### src/logic/epi_det_if_unused_placeholder_none.sv
// Intentionally empty companion file: no content
`timescale 1ns/1ps
`default_nettype none
`default_nettype wire

### src/logic/epi_pkg.sv
// Package: register map, fields, codes and timing for the pin interrupts
package epi_pkg;
  // ==========================================================
  // Register offsets (byte addresses, one word each)
  localparam logic [11:0] OFS_CTRL = 12'h000;
  localparam logic [11:0] OFS_CTRL_EXT = 12'h004;
  localparam logic [11:0] OFS_MASK = 12'h008;
  localparam logic [11:0] OFS_PEND = 12'h00c;
  // ==========================================================
  // Field positions
  localparam int SENSE_A_LO = 0;
  localparam int SENSE_B_LO = 2;
  localparam int SENSE_C_SEL = 0;
  localparam int BIT_PIN_B = 7;
  localparam int BIT_PIN_A = 6;
  localparam int BIT_PIN_C = 5;
  // ==========================================================
  // Reset values
  localparam logic [7:0] CTRL_RST = 8'h00;
  localparam logic [7:0] CTRL_EXT_RST = 8'h00;
  localparam logic [2:0] MASK_RST = 3'h0;
  localparam logic [2:0] PEND_RST = 3'h0;
  localparam logic PIN_IDLE = 1'b1;
  // ==========================================================
  // Timing
  localparam int CLK_PERIOD_NS = 40;
  localparam int WDT_PERIOD_NS = 1000;
  localparam int WDT_CYC = WDT_PERIOD_NS / CLK_PERIOD_NS;
  localparam int LVL_SAMPLES = 2;
  localparam int STARTUP_NS = 4000;
  localparam int STARTUP_CYC =
    (STARTUP_NS + CLK_PERIOD_NS - 1) / CLK_PERIOD_NS;
  // ==========================================================
  // Types
  typedef enum logic [1:0]
  {
    epi_sense_low = 2'b00,
    epi_sense_any = 2'b01,
    epi_sense_fall = 2'b10,
    epi_sense_rise = 2'b11
  } epi_sense_t;
  typedef enum logic [1:0] {epi_st_run, epi_st_deep, epi_st_startup}
    epi_state_t;
endpackage

### src/logic/epi_det_if.sv
// Interface: one pin's link between the controller and its detector
`timescale 1ns/1ps
`default_nettype none
interface epi_det_if;
  import epi_pkg::*;
  logic pin;
  logic sample_en;
  epi_sense_t sense;
  logic hit_edge;
  logic hit_low;
  modport det (input pin, input sample_en, input sense,
    output hit_edge, output hit_low);
  modport ctl (output pin, output sample_en, output sense,
    input hit_edge, input hit_low);
endinterface
`default_nettype wire

### src/logic/epi_edge_det.sv
// Module: per-pin edge and low-level detector
`timescale 1ns/1ps
`default_nettype none
module epi_edge_det #(
  parameter bit LEVEL_OK = 1'b1
) (
  input wire logic clk, // Core clock
  input wire logic rst_n, // Synchronised reset, active low
  epi_det_if.det port // Pin, mode and hits
);
  import epi_pkg::*;
  logic prev_q;
  logic prev_d;
  logic edge_raw;

  // ==========================================================
  // Sampled pin history
  always_comb
  begin
    // Holding the old sample while stopped lets a net change show as an edge on restart
    prev_d = port.sample_en ? port.pin : prev_q;
  end

  always_ff @(posedge clk or negedge rst_n)
  begin
    if (!rst_n)
      prev_q <= PIN_IDLE;
    else
      prev_q <= prev_d;
  end

  // ==========================================================
  // Edge and level decode
  always_comb
  begin
    case (port.sense)
      epi_sense_low: edge_raw = 1'b0;
      epi_sense_any: edge_raw = port.pin ^ prev_q;
      epi_sense_fall: edge_raw = prev_q & ~port.pin;
      epi_sense_rise: edge_raw = ~prev_q & port.pin;
      default: edge_raw = 1'b0;
    endcase
  end

  // Pin level is read whatever drives it, own output included
  assign port.hit_edge = port.sample_en & edge_raw;
  assign port.hit_low = LEVEL_OK && (port.sense == epi_sense_low)
    && !port.pin;
endmodule
`default_nettype wire

### src/logic/epi_top.sv
// Module: external pin interrupt controller with AHB-Lite registers
`timescale 1ns/1ps
`default_nettype none
module epi_top
  import epi_pkg::*;
#(
  parameter int STARTUP_CYC_P = epi_pkg::STARTUP_CYC
) (
  input wire logic ref_clk, // 25 MHz clock
  input wire logic nrst, // Async reset, active low
  input wire logic hsel, // AHB select
  input wire logic [31:0] haddr, // AHB address
  input wire logic [1:0] htrans, // AHB transfer type
  input wire logic hwrite, // AHB write
  input wire logic [2:0] hsize, // AHB size, word only
  input wire logic [31:0] hwdata, // AHB write data
  input wire logic hready, // AHB bus ready
  output logic hreadyout, // AHB slave ready
  output logic hresp, // AHB response, OKAY
  output logic [31:0] hrdata, // AHB read data
  input wire logic ext_irq_pin_a, // Interrupt pin a
  input wire logic ext_irq_pin_b, // Interrupt pin b
  input wire logic ext_irq_pin_c, // Interrupt pin c, edge only
  input wire logic global_irq_en, // Core global enable bit
  input wire logic [2:0] irq_ack, // Handler entry, {c,b,a}
  input wire logic sleep_enter, // Core enters sleep, pulse
  input wire logic sleep_idle, // Sleep mode is idle
  output logic [2:0] irq_req, // Requests to core, {c,b,a}
  output logic io_clk_run, // I/O clock running
  output logic wake, // Wake done pulse
  output logic irq // Unmasked pending summary
);
  import epi_pkg::*;

  localparam int SU_W = $clog2(STARTUP_CYC_P + 1);
  localparam int WD_W = $clog2(WDT_CYC + 1);

  logic rst_meta_q;
  logic rst_n_q;
  logic addr_ph;
  logic wr_pend_q;
  logic wr_pend_d;
  logic [11:0] wr_addr_q;
  logic [11:0] wr_addr_d;
  logic [31:0] rdata_q;
  logic [31:0] rdata_d;
  logic [7:0] rd_val;
  logic [7:0] ctrl_q;
  logic [7:0] ctrl_d;
  logic [7:0] ctrl_ext_q;
  logic [7:0] ctrl_ext_d;
  logic [2:0] mask_q;
  logic [2:0] mask_d;
  logic [2:0] pend_q;
  logic [2:0] pend_d;
  logic [2:0] clr;
  logic [2:0] pins;
  logic [2:0] hit_edge;
  logic [2:0] hit_low;
  logic [2:0] lvl_req;
  logic [1:0] lvl_mode;
  epi_state_t st_q;
  epi_state_t st_d;
  logic [WD_W-1:0] wd_cnt_q;
  logic [WD_W-1:0] wd_cnt_d;
  logic [1:0] samp_q;
  logic [1:0] samp_d;
  logic [SU_W-1:0] su_cnt_q;
  logic [SU_W-1:0] su_cnt_d;
  logic wake_q;
  logic wake_d;
  logic deep_lvl;
  logic wd_tick;

  // ==========================================================
  // Reset release
  always_ff @(posedge ref_clk or negedge nrst)
  begin
    if (!nrst)
    begin
      rst_meta_q <= 1'b0;
      rst_n_q <= 1'b0;
    end
    else
    begin
      rst_meta_q <= 1'b1;
      rst_n_q <= rst_meta_q;
    end
  end

  // ==========================================================
  // Pin detectors
  assign pins = {ext_irq_pin_c, ext_irq_pin_b, ext_irq_pin_a};
  // Deep sleep halts the I/O clock; idle keeps it
  assign io_clk_run = (st_q == epi_st_run);

  epi_det_if det_if[3] ();

  for (genvar g = 0; g < 3; g++)
  begin : g_det
    assign det_if[g].pin = pins[g];
    if (g < 2)
    begin : g_ab
      // Edges on a and b only with the I/O clock
      assign det_if[g].sample_en = io_clk_run;
      assign det_if[g].sense = epi_sense_t'(ctrl_q[2*g +: 2]);
    end
    else
    begin : g_c
      // Pin c is always watched and can only pick an edge
      assign det_if[g].sample_en = 1'b1;
      assign det_if[g].sense =
        epi_sense_t'({1'b1, ctrl_ext_q[SENSE_C_SEL]});
    end
    assign hit_edge[g] = det_if[g].hit_edge;
    assign hit_low[g] = det_if[g].hit_low;
    epi_edge_det #(
      .LEVEL_OK(g < 2)
    ) u_det (
      .clk(ref_clk),
      .rst_n(rst_n_q),
      .port(det_if[g])
    );
  end

  assign lvl_mode = {ctrl_q[SENSE_B_LO +: 2] == epi_sense_low,
    ctrl_q[SENSE_A_LO +: 2] == epi_sense_low};
  // Level requests held off until wake completes
  assign lvl_req = {1'b0, hit_low[1:0]} & {3{io_clk_run}};
  assign irq_req = {3{global_irq_en}} & mask_q
    & (pend_q | lvl_req);
  assign irq = |(pend_q & mask_q);

  // ==========================================================
  // AHB-Lite slave, zero wait states
  assign addr_ph = hsel & htrans[1] & hready;
  assign hreadyout = 1'b1;
  assign hresp = 1'b0;
  assign hrdata = rdata_q;

  always_comb
  begin
    case (haddr[11:0])
      OFS_CTRL: rd_val = ctrl_q;
      OFS_CTRL_EXT: rd_val = ctrl_ext_q;
      OFS_MASK: rd_val = {mask_q[1], mask_q[0], mask_q[2], 5'h00};
      OFS_PEND: rd_val = {pend_q[1], pend_q[0], pend_q[2], 5'h00};
      default: rd_val = 8'h00;
    endcase
    wr_pend_d = addr_ph & hwrite;
    wr_addr_d = addr_ph ? haddr[11:0] : wr_addr_q;
    rdata_d = (addr_ph && !hwrite) ? {24'h000000, rd_val} : rdata_q;
  end

  always_ff @(posedge ref_clk or negedge rst_n_q)
  begin
    if (!rst_n_q)
    begin
      wr_pend_q <= 1'b0;
      wr_addr_q <= 12'h000;
      rdata_q <= 32'h00000000;
    end
    else
    begin
      wr_pend_q <= wr_pend_d;
      wr_addr_q <= wr_addr_d;
      rdata_q <= rdata_d;
    end
  end

  // ==========================================================
  // Registers and pending flags
  always_comb
  begin
    ctrl_d = ctrl_q;
    ctrl_ext_d = ctrl_ext_q;
    mask_d = mask_q;
    clr = irq_ack;
    if (wr_pend_q)
    begin
      case (wr_addr_q)
        OFS_CTRL: ctrl_d = hwdata[7:0];
        OFS_CTRL_EXT: ctrl_ext_d = hwdata[7:0];
        OFS_MASK: mask_d = {hwdata[BIT_PIN_C], hwdata[BIT_PIN_B],
          hwdata[BIT_PIN_A]};
        OFS_PEND: clr = irq_ack | {hwdata[BIT_PIN_C], hwdata[BIT_PIN_B],
          hwdata[BIT_PIN_A]};
        default: ctrl_d = ctrl_q;
      endcase
    end
    // A new edge wins over a clear in the same cycle
    pend_d = hit_edge | (pend_q & ~clr);
    pend_d[1:0] = pend_d[1:0] & ~lvl_mode;
  end

  always_ff @(posedge ref_clk or negedge rst_n_q)
  begin
    if (!rst_n_q)
    begin
      ctrl_q <= CTRL_RST;
      ctrl_ext_q <= CTRL_EXT_RST;
      mask_q <= MASK_RST;
      pend_q <= PEND_RST;
    end
    else
    begin
      ctrl_q <= ctrl_d;
      ctrl_ext_q <= ctrl_ext_d;
      mask_q <= mask_d;
      pend_q <= pend_d;
    end
  end

  // ==========================================================
  // Sleep and wake sequencer
  assign deep_lvl = global_irq_en & |(hit_low[1:0] & mask_q[1:0]);
  assign wd_tick = (wd_cnt_q == WD_W'(WDT_CYC - 1));
  assign wake = wake_q;

  always_comb
  begin
    st_d = st_q;
    wd_cnt_d = wd_cnt_q;
    samp_d = samp_q;
    su_cnt_d = su_cnt_q;
    wake_d = 1'b0;
    case (st_q)
      epi_st_run:
      begin
        if (sleep_enter && !sleep_idle)
        begin
          st_d = epi_st_deep;
          wd_cnt_d = '0;
          samp_d = 2'd0;
        end
      end
      epi_st_deep:
      begin
        wd_cnt_d = wd_tick ? '0 : wd_cnt_q + 1'b1;
        // Noise filter: consecutive low samples on the slow tick
        if (wd_tick)
          samp_d = deep_lvl ? samp_q + 2'd1 : 2'd0;
        if ((wd_tick && deep_lvl && samp_q == 2'(LVL_SAMPLES - 1))
            || (pend_d[2] && mask_q[2] && global_irq_en))
        begin
          st_d = epi_st_startup;
          su_cnt_d = SU_W'(STARTUP_CYC_P - 1);
        end
      end
      epi_st_startup:
      begin
        if (su_cnt_q == '0)
        begin
          st_d = epi_st_run;
          wake_d = 1'b1;
        end
        else
          su_cnt_d = su_cnt_q - 1'b1;
      end
      default: st_d = epi_st_run;
    endcase
  end

  always_ff @(posedge ref_clk or negedge rst_n_q)
  begin
    if (!rst_n_q)
    begin
      st_q <= epi_st_run;
      wd_cnt_q <= '0;
      samp_q <= 2'd0;
      su_cnt_q <= '0;
      wake_q <= 1'b0;
    end
    else
    begin
      st_q <= st_d;
      wd_cnt_q <= wd_cnt_d;
      samp_q <= samp_d;
      su_cnt_q <= su_cnt_d;
      wake_q <= wake_d;
    end
  end
endmodule
`default_nettype wire

### config.mk
export PLATFORM = sky130hd
export DESIGN_NAME = epi_top
export DESIGN_NICKNAME = d
export VERILOG_FILES = /design/src/logic/epi_det_if_unused_placeholder_none.sv /design/src/logic/epi_pkg.sv /design/src/logic/epi_det_if.sv /design/src/logic/epi_edge_det.sv /design/src/logic/epi_top.sv
export SDC_FILE = /design/constraint.sdc
export NUM_CORES = 1
export LEC_CHECK = 0
export BUFFER_PORTS_ARGS = -buffer_cell sky130_fd_sc_hd__buf_2
export CAP_MARGIN = 0
export CORE_MARGIN = 2
export CORE_UTILIZATION = 30
export DETAILED_ROUTE_END_ITERATION = 8
export HOLD_SLACK_MARGIN = 0.02
export PLACE_DENSITY = 0.6
export SETUP_SLACK_MARGIN = 0.1
export SLEW_MARGIN = 15
export SYNTH_ARGS = -nofsm -noshare
export SYNTH_HDL_FRONTEND = slang
export SYNTH_HIERARCHICAL = 1
export SYNTH_SLANG_ARGS = --single-unit
### constraint.sdc
create_clock -name ref_clk -period 2.2 [get_ports ref_clk]
set_input_delay 0.44 -clock ref_clk [delete_from_list [all_inputs] [get_ports ref_clk]]
set_output_delay 0.44 -clock ref_clk [all_outputs]
set_load 0.1 [all_outputs]
==> qor.csv, run 1 <==
metric,value,unit
status,"complete, no violations",
mapped cell area,3420,um^2
clock latency on the worst-skew pair,0.32,ns
setup TNS,0,ns
relative slew slack,61.9,%
FP Rows,39,
Mapped Cells,304,
Vert. Die Dim,111,um
peak supply drop,0.358,mV
clk slew on worst S/H paths,0.05,ns
Post-DP HPWL,5280,um
WL per Instance,13.4,um
Yosys Warn Count,6,
met3 wire length,408,um
final setup fails,0,
Core Area,11300,um^2
top sig layer,met5,
met1 WL,3230,um
vias in the first global route,2348,
leak pwr,2.02,nW
crit path time final,2.00,ns
critical path launch point type,register,
Die X,111,um
Vias,2353,
worst hold path type,reg2async,
post-placement cell area,3860,um^2
CTS tree,yes,
pin count of the biggest net entering global routing,34,
final core utilization,37.0,%
Layout area overhead,21.7,%
root buffer cell,clkbuf_16,
Tot GR Track Use,12.3,%
IO buf count,48,
gr ovfl total,0,
ANT cells,0,
WP data arrival,1.56,ns
Final #Nets,465,
1st-iter DRT viols,91,
WL met2,3180,um
share of cells above drive strength 1,33.0,%
Worst Skew,0.00639,ns
CTS sink count,65,
IO Pins,123,
Avg Inst Size Synth,11.3,um^2
Routed Wire Length,6950,um
RSZ-0062 raised after global routing,false,
Worst Path Max Fanout,12,
WP data required,1.76,ns
max-slew violation count,0,
Initial Util,30.4,%
GPL Wtd Cong,0.784,
Pre-antenna DRT Iters,6,
post-route cell area,4170,um^2
Clock Tree Buf Depth,2,
H-tree Lvls,3,
Crit Path Category,reg2out,
DRC,0,
final period utilization,90.9,%
Power per Cell Area,902,nW/um^2
Max Clk Rate,0.500,GHz
Max-Cap Viols,0,
Slew @ Worst Pin,0.567,ns
Die Area,12300,um^2
antenna violations before repair,1,
final hold viol count,0,
first-pass GRT wire length,11800,um
Final ANT Viol Nets,0,
cts bufs inserted,9,
CP Capture Type,primary output,
vias per cell,4.53,
[worst max-delay path, stage by stage, from the launching register on]
cell	delay [ns]
dfrtp_1	0.43
nor2_4	0.30
buf_2	0.49
[power by group]
part	internal (mW)	switching (mW)
Combinational	0.291	0.603
Sequential	1.35	0.119
Clock	0.898	0.496
[cell usage in the layout, fill, tap and decap left out, types with 6 or more instances in the layout]
cell type  instances
clkbuf_16          9
buf_2             46
o21ai_1            9
inv_1             16
buf_4              7
ha_1              11
nand2_1           26
mux2_2            32
dfrtp_1           61
conb_1            33
nor2_1             6
mux2i_1            8
nand2b_1           8
[area by class of cell]
cell class / count / area, um^2
timing repair buffer: 56 / 333
sequential: 65 / 1630
inverter: 16 / 60.1
fill: 1109 / 7100
clock buffer: 10 / 239
tap: 143 / 179
multi-input combinational: 223 / 1670
clock inverter: 6 / 57.6
[layer usage]
layer	up-vias	GRT usage (%)
met2	64	18.9
met1	1121	16.0
met3	11	4.05
met4	2	5.00
met5	-	0
li1	1155	-
[flip-flops by register name, indices dropped and copies added (netlist names), 2 cells and up]
| name | count |
|---|---|
| ctrl_q | 8 |
| pend_q | 3 |
| hrdata | 8 |
| ctrl_ext_q | 8 |
| wd_cnt_q | 5 |
| samp_q | 2 |
| su_cnt_q | 7 |
| st_q | 2 |
| wr_addr_q | 12 |
| g_det.u_det/prev_q | 3 |
| mask_q | 3 |
[final timing paths]
check / start / endpoint / slack (ns) / depth (start not counted)
max: st_q[1] / io_clk_run / 0.20 / 2
min: rst_n_q / ctrl_ext_q[0] / 0.29 / 1
max reg2reg: g_det[2].u_det/prev_q / su_cnt_q[1] / 0.28 / 9
min reg2reg: rst_n_q / ctrl_ext_q[0] / 0.29 / 1
max in group asynchronous: rst_n_q / g_det[1].u_det/prev_q / 1.58 / 1
min in group ref_clk: rst_meta_q / rst_n_q / 0.35 / 0
[per-stage QoR]
stage	hold slack (ns)	total power, mW	cells	setup slack [ns]
6_report	0.292	3.76	519	0.200
5_1_grt	0.332	3.98	519	0.105
4_1_cts	0.317	3.82	519	0.157
3_5_place_dp	0.227	2.39	502	0.124
3_3_place_gp	0.227	2.36	502	0.176
2_1_floorplan	0.144	2.23	335	0.0449
[what timing repair did]
action,in CTS,in global routing
hold buffers,1,0
endpoints found under the hold margin,2,0
setup endpoints to repair,1,0
resized for setup,1,0
buffers inserted,0,0
No activity file was read; power rests on OpenSTA's default activity.
==> run 2: changes to the inputs <==
PLACE_DENSITY = 0.54   (was 0.6)
==> run 2 against run 1 <==
  * Maximum frequency up 0.41%
  * Highest routed layer is now met4
  * Global-route usage up 0.067 points
  * Via count down 1.1%
  * Design area up 0.78%
  * Non-clock buffer count unchanged
  * Critical endpoint unchanged
  * Critical path type unchanged
==> qor.csv, run 2 (same netlist as run 1, synthesis figures left out) <==
metric,value,unit,change
status,"complete, no violations",,
"most common cell after layout, fill and taps aside",dfrtp_1,,
ANT cells,0,,unchanged
Worst Skew,0.00626,ns,-0.000133 ns
final setup fails,0,,unchanged
clk slew on worst S/H paths,0.06,ns,about the same
IO buf count,48,,unchanged
Power per Cell Area,915,nW/um^2,+1.4%
peak supply drop,0.392,mV,+9.7%
Die Area,12300,um^2,unchanged
CTS tree,yes,,
root buffer cell,clkbuf_16,,
setup repair bufs after CTS,0,,unchanged
critical path launch point type,register,,
max-slew violation count,0,,unchanged
Max Clk Rate,0.502,GHz,+0.41%
GPL Wtd Cong,0.738,,-6.0%
CP max-delay cell,buf_2,,
Crit Path Category,reg2out,,
Core Area,11300,um^2,unchanged
final hold viol count,0,,unchanged
Worst Path Max Fanout,12,,unchanged
H-tree Lvls,3,,unchanged
RR Startpoint,g_det[2].u_det/prev_q,,
Clock Tree Buf Depth,2,,unchanged
Tot GR Track Use,12.3,%,+0.067 points
WL per Instance,13.6,um,+1.8%
pin count of the biggest net entering global routing,64,,+88%
Final ANT Viol Nets,0,,unchanged
FP Rows,39,,unchanged
final period utilization,90.5,%,-0.37 points
Post-DP HPWL,5240,um,-0.84%
gr ovfl total,0,,unchanged
setup TNS,0,ns,unchanged
Die X,111,um,unchanged
crit path capture,io_clk_run,,
DRC,0,,unchanged
cts bufs inserted,9,,unchanged
Layout area overhead,22.7,%,
Final Total Pwr,3.84,mW,+2.2%
Pre-antenna DRT Iters,4,,-2
leak pwr,2.03,nW,+0.39%
vias per cell,4.49,,-1.1%
Final #Nets,465,,unchanged
Worst setup startpoint,st_q[1],,
most frequent cells in the layout,"dfrtp_1 (61), buf_2 (46), conb_1 (33)",,
share of cells above drive strength 1,33.0,%,unchanged
cell family with most CP delay,buffers and inverters,,
RSZ-0062 raised after global routing,false,,
first-pass GRT wire length,12000,um,+2.2%
CP Capture Type,primary output,,
worst hold path type,reg2async,,
clock latency on the worst-skew pair,0.32,ns,about the same
relative slew slack,60.4,%,-1.5 points
FF-to-FF path depth,8,,-1
1st-iter DRT viols,87,,-4.4%
Largest Register,wr_addr_q,,
Vias,2328,,-1.1%
CP Cell Sequence,nor2_4 > buf_2,,
RR Endpoint,su_cnt_q[3],,
crit path time final,1.99,ns,-0.00821 ns
Routed Wire Length,7080,um,+1.8%
IO Pins,123,,unchanged
Initial Util,30.4,%,unchanged
WP data arrival,1.55,ns,about the same
Crit. path cell count,2,,unchanged
worst path bufs/invs,1,,unchanged
Worst R2R Setup Slack,0.24,ns,-0.04 ns
Slew @ Worst Pin,0.589,ns,+0.0219 ns
CTS sink count,65,,unchanged
Vert. Die Dim,111,um,unchanged
Max-Cap Viols,0,,unchanged
antenna violations before repair,0,,-1
CP max stage delay,0.49,ns,about the same
WP data required,1.76,ns,about the same
vias in the first global route,2318,,-1.3%
max FFs per register,12,,unchanged
[run 2: cell count changes in the layout (fill, tap and decap cells not counted), sizes merged]
cell | before | now
clkinv | 4 | 1
clkinvlp | 1 | 2
clkbuf | 10 | 12
[run 2: where the power goes]
| part | switching, mW | internal (mW) | total (mW) |
|---|---|---|---|
| clock network | 0.513 | 0.967 | 1.48 |
| registers | 0.118 | 1.35 | 1.47 |
| logic | 0.599 | 0.293 | 0.891 |
[run 2: repair_timing]
| item | in CTS | in global routing |
|---|---|---|
| endpoints found under the hold margin | 2 | 0 |
| gates resized for setup | 0 | 1 |
| hold buffers | 1 | 0 |
| endpoints found under the setup margin | 0 | 1 |
[run 2: how the worst min path moves through the flow]
stage / slack (ns) / cells after the start / end / start
final: 0.28 / 1 / wr_addr_q[7] / rst_n_q
after global routing: 0.33 / 1 / wr_addr_q[7] / rst_n_q
after CTS: 0.30 / 1 / su_cnt_q[3] / rst_n_q
after detailed placement: 0.23 / 1 / rst_meta_q / nrst
after global placement: 0.23 / 1 / rst_meta_q / nrst
after floorplan: 0.14 / 0 / rst_meta_q / nrst
[run 2: per-layer routing]
metal / part of all wire [%] / up-vias / wire length [um] / GRT usage, %
met4: 0.79 / 0 / 56 / 3.25
met2: 46 / 55 / 3280 / 19.1
met3: 5.5 / 4 / 391 / 4.43
met5: 0 / - / 0 / 0
li1: - / 1152 / - / -
met1: 47 / 1117 / 3350 / 16.4
[run 2: cell type report]
type	count	area [um^2]
multi-input combinational	223	1670
timing repair buffer	56	345
clock buffer	12	267
inverter	16	60.1
clock inverter	4	50.0
fill	1131	7070
tap	143	179
sequential	65	1630
[run 2: metrics by stage]
| step | cells | setup slack, ns | hold WS, ns | instance area (um^2) | util [%] |
|---|---|---|---|---|---|
| 6_report | 519 | 0.208 | 0.284 | 4200 | 37.3 |
| 5_1_grt | 519 | 0.143 | 0.333 | 4200 | 37.3 |
| 4_1_cts | 519 | 0.125 | 0.305 | 4200 | 37.2 |
| 3_5_place_dp | 502 | 0.127 | 0.226 | 3870 | 34.3 |
| 3_3_place_gp | 502 | 0.167 | 0.225 | 3870 | 34.3 |
| 2_1_floorplan | 335 | 0.0449 | 0.144 | 3570 | - |
==> run 3: changes to the inputs <==
ABC_AREA = 1   (was default)
CORE_UTILIZATION = 51   (was 30)
PLACE_DENSITY = 0.82   (was 0.54)
==> run 3 against run 2 <==
  * Via count is 28% higher
  * Design area rose by 1.6%
  * First-iteration DRC count rose by 80%
  * Area after synthesis is 7.4% higher
==> qor.csv, run 3 <==
metric,value,unit,change
IO Pins,123,,unchanged
Vert. Die Dim,88.9,um,-20%
mapped cell area,3680,um^2,+7.4%
Crit Path Category,reg2out,,
relative slew slack,65.0,%,+4.6 points
WL per Instance,12.4,um,-9.0%
max FFs per register,12,,unchanged
root buffer cell,clkbuf_8,,
IO buf count,48,,unchanged
final core utilization,62.1,%,+25 points
CP Capture Type,primary output,,
Power per Cell Area,1010,nW/um^2,+9.9%
setup TNS,0,ns,unchanged
Clock Tree Buf Depth,2,,unchanged
Largest Register,wr_addr_q,,
final period utilization,90.4,%,-0.12 points
first-pass GRT wire length,13000,um,+8.3%
Mapped Cells,451,,+48%
RSZ-0062 raised after global routing,false,,
WP data arrival,1.55,ns,about the same
Yosys Warn Count,6,,unchanged
vias in the first global route,2998,,+29%
Tot GR Track Use,21.6,%,+9.2 points
cts bufs inserted,9,,unchanged
peak supply drop,0.729,mV,+86%
Post-DP HPWL,5600,um,+6.9%
Die Area,7910,um^2,-36%
Avg Inst Size Synth,8.16,um^2,-28%
CTS tree,yes,,
1st-iter DRT viols,157,,+80%
WP data required,1.76,ns,about the same
clk slew on worst S/H paths,0.07,ns,about the same
leak pwr,2.35,nW,+16%
register area,1630,um^2,+0.15%
final hold viol count,0,,unchanged
Final ANT Viol Nets,0,,unchanged
share of cells above drive strength 1,22.9,%,-10 points
Layout area overhead,16.0,%,
CTS sink count,65,,unchanged
cell count after placement,597,,+19%
FP Rows,30,,-23%
antenna violations before repair,0,,unchanged
"most common cell after layout, fill and taps aside",nand2_1,,
final setup fails,0,,unchanged
GPL Wtd Cong,0.832,,+13%
status,"complete, no violations",,
critical path launch point type,register,,
ANT cells,0,,unchanged
Worst Skew,0.00825,ns,+0.00199 ns
Max Clk Rate,0.503,GHz,+0.13%
H-tree Lvls,3,,unchanged
Routed Wire Length,7640,um,+8.0%
most frequent cells in the layout,"nand2_1 (120), inv_1 (62), dfrtp_1 (59)",,
Core Area,6870,um^2,-39%
Worst Path Max Fanout,4,,-8
pin count of the biggest net entering global routing,64,,unchanged
Die X,88.9,um,-20%
Final #Nets,609,,+31%
area of the multi-input gates,1730,um^2,+3.8%
vias per cell,4.84,,+8.0%
DRC,0,,unchanged
Slew @ Worst Pin,0.522,ns,-0.0674 ns
Pre-antenna DRT Iters,5,,+1
final cell count without fillers,616,,+19%
clock latency on the worst-skew pair,0.35,ns,+0.03 ns
Initial Util,53.6,%,+23 points
# fillers,611,,-46%
max-slew violation count,0,,unchanged
gr ovfl total,0,,unchanged
worst hold path type,reg2async,,
Vias,2983,,+28%
Max-Cap Viols,0,,unchanged
crit path time final,1.99,ns,-0.00258 ns
run 3: final cells by class:
class / instances / share of cell area, %
sequential: 65 / 38.3
timing repair buffer: 54 / 7.74
inverter: 65 / 5.72
clock buffer: 14 / 4.05
clock inverter: 2 / 0.821
tap: 96 / 2.81
multi-input combinational: 320 / 40.6
run 3: worst paths after layout:
kind	start	endpoint	slack, ns	cells past startpoint
worst max-delay path	ctrl_q[1]	irq_req[0]	0.21	6
worst min-delay path	rst_n_q	wr_addr_q[8]	0.27	1
worst max register to register	wr_addr_q[1]	ctrl_ext_q[4]	0.49	5
worst min register to register	rst_n_q	wr_addr_q[8]	0.27	1
max in group asynchronous	rst_n_q	g_det[1].u_det/prev_q	1.62	1
min in group ref_clk	hwrite	wr_pend_q	0.32	3
run 3: through the flow:
step                cell area, um^2  power [mW]  hold WS [ns]  setup slack [ns]
finish                         4270        4.29         0.272             0.211
global placement               4020        3.15         0.224             0.346
detailed placement             4020        3.22         0.226             0.356
global route                   4270        4.57         0.308            0.0870
floorplan                      3830        2.91         0.144            0.0141
CTS                            4230        4.30         0.302             0.108
run 3: critical path, stage by stage, from the launching register on:
cell	delay, ns
dfrtp_2	0.44
nor3_4	0.20
nand2_1	0.08
inv_1	0.08
nand2_2	0.06
a21oi_4	0.15
buf_12	0.19
run 3: power breakdown:
group | switching (mW) | internal, mW
logic | 1.15 | 0.458
registers | 0.190 | 1.42
clock network | 0.450 | 0.616
run 3: repair_timing:
item	4_1_cts	5_1_grt
hold buffers	1	0
resized for setup	0	5
endpoints found under the setup margin	0	2
endpoints found under the hold margin	2	0
setup buffers	0	2
run 3: per-layer routing:
layer  track usage (%)  wire length, um
met2              36.8             3770
met3              7.76              506
met5                 0                0
met4              6.78              110
met1              25.6             3260
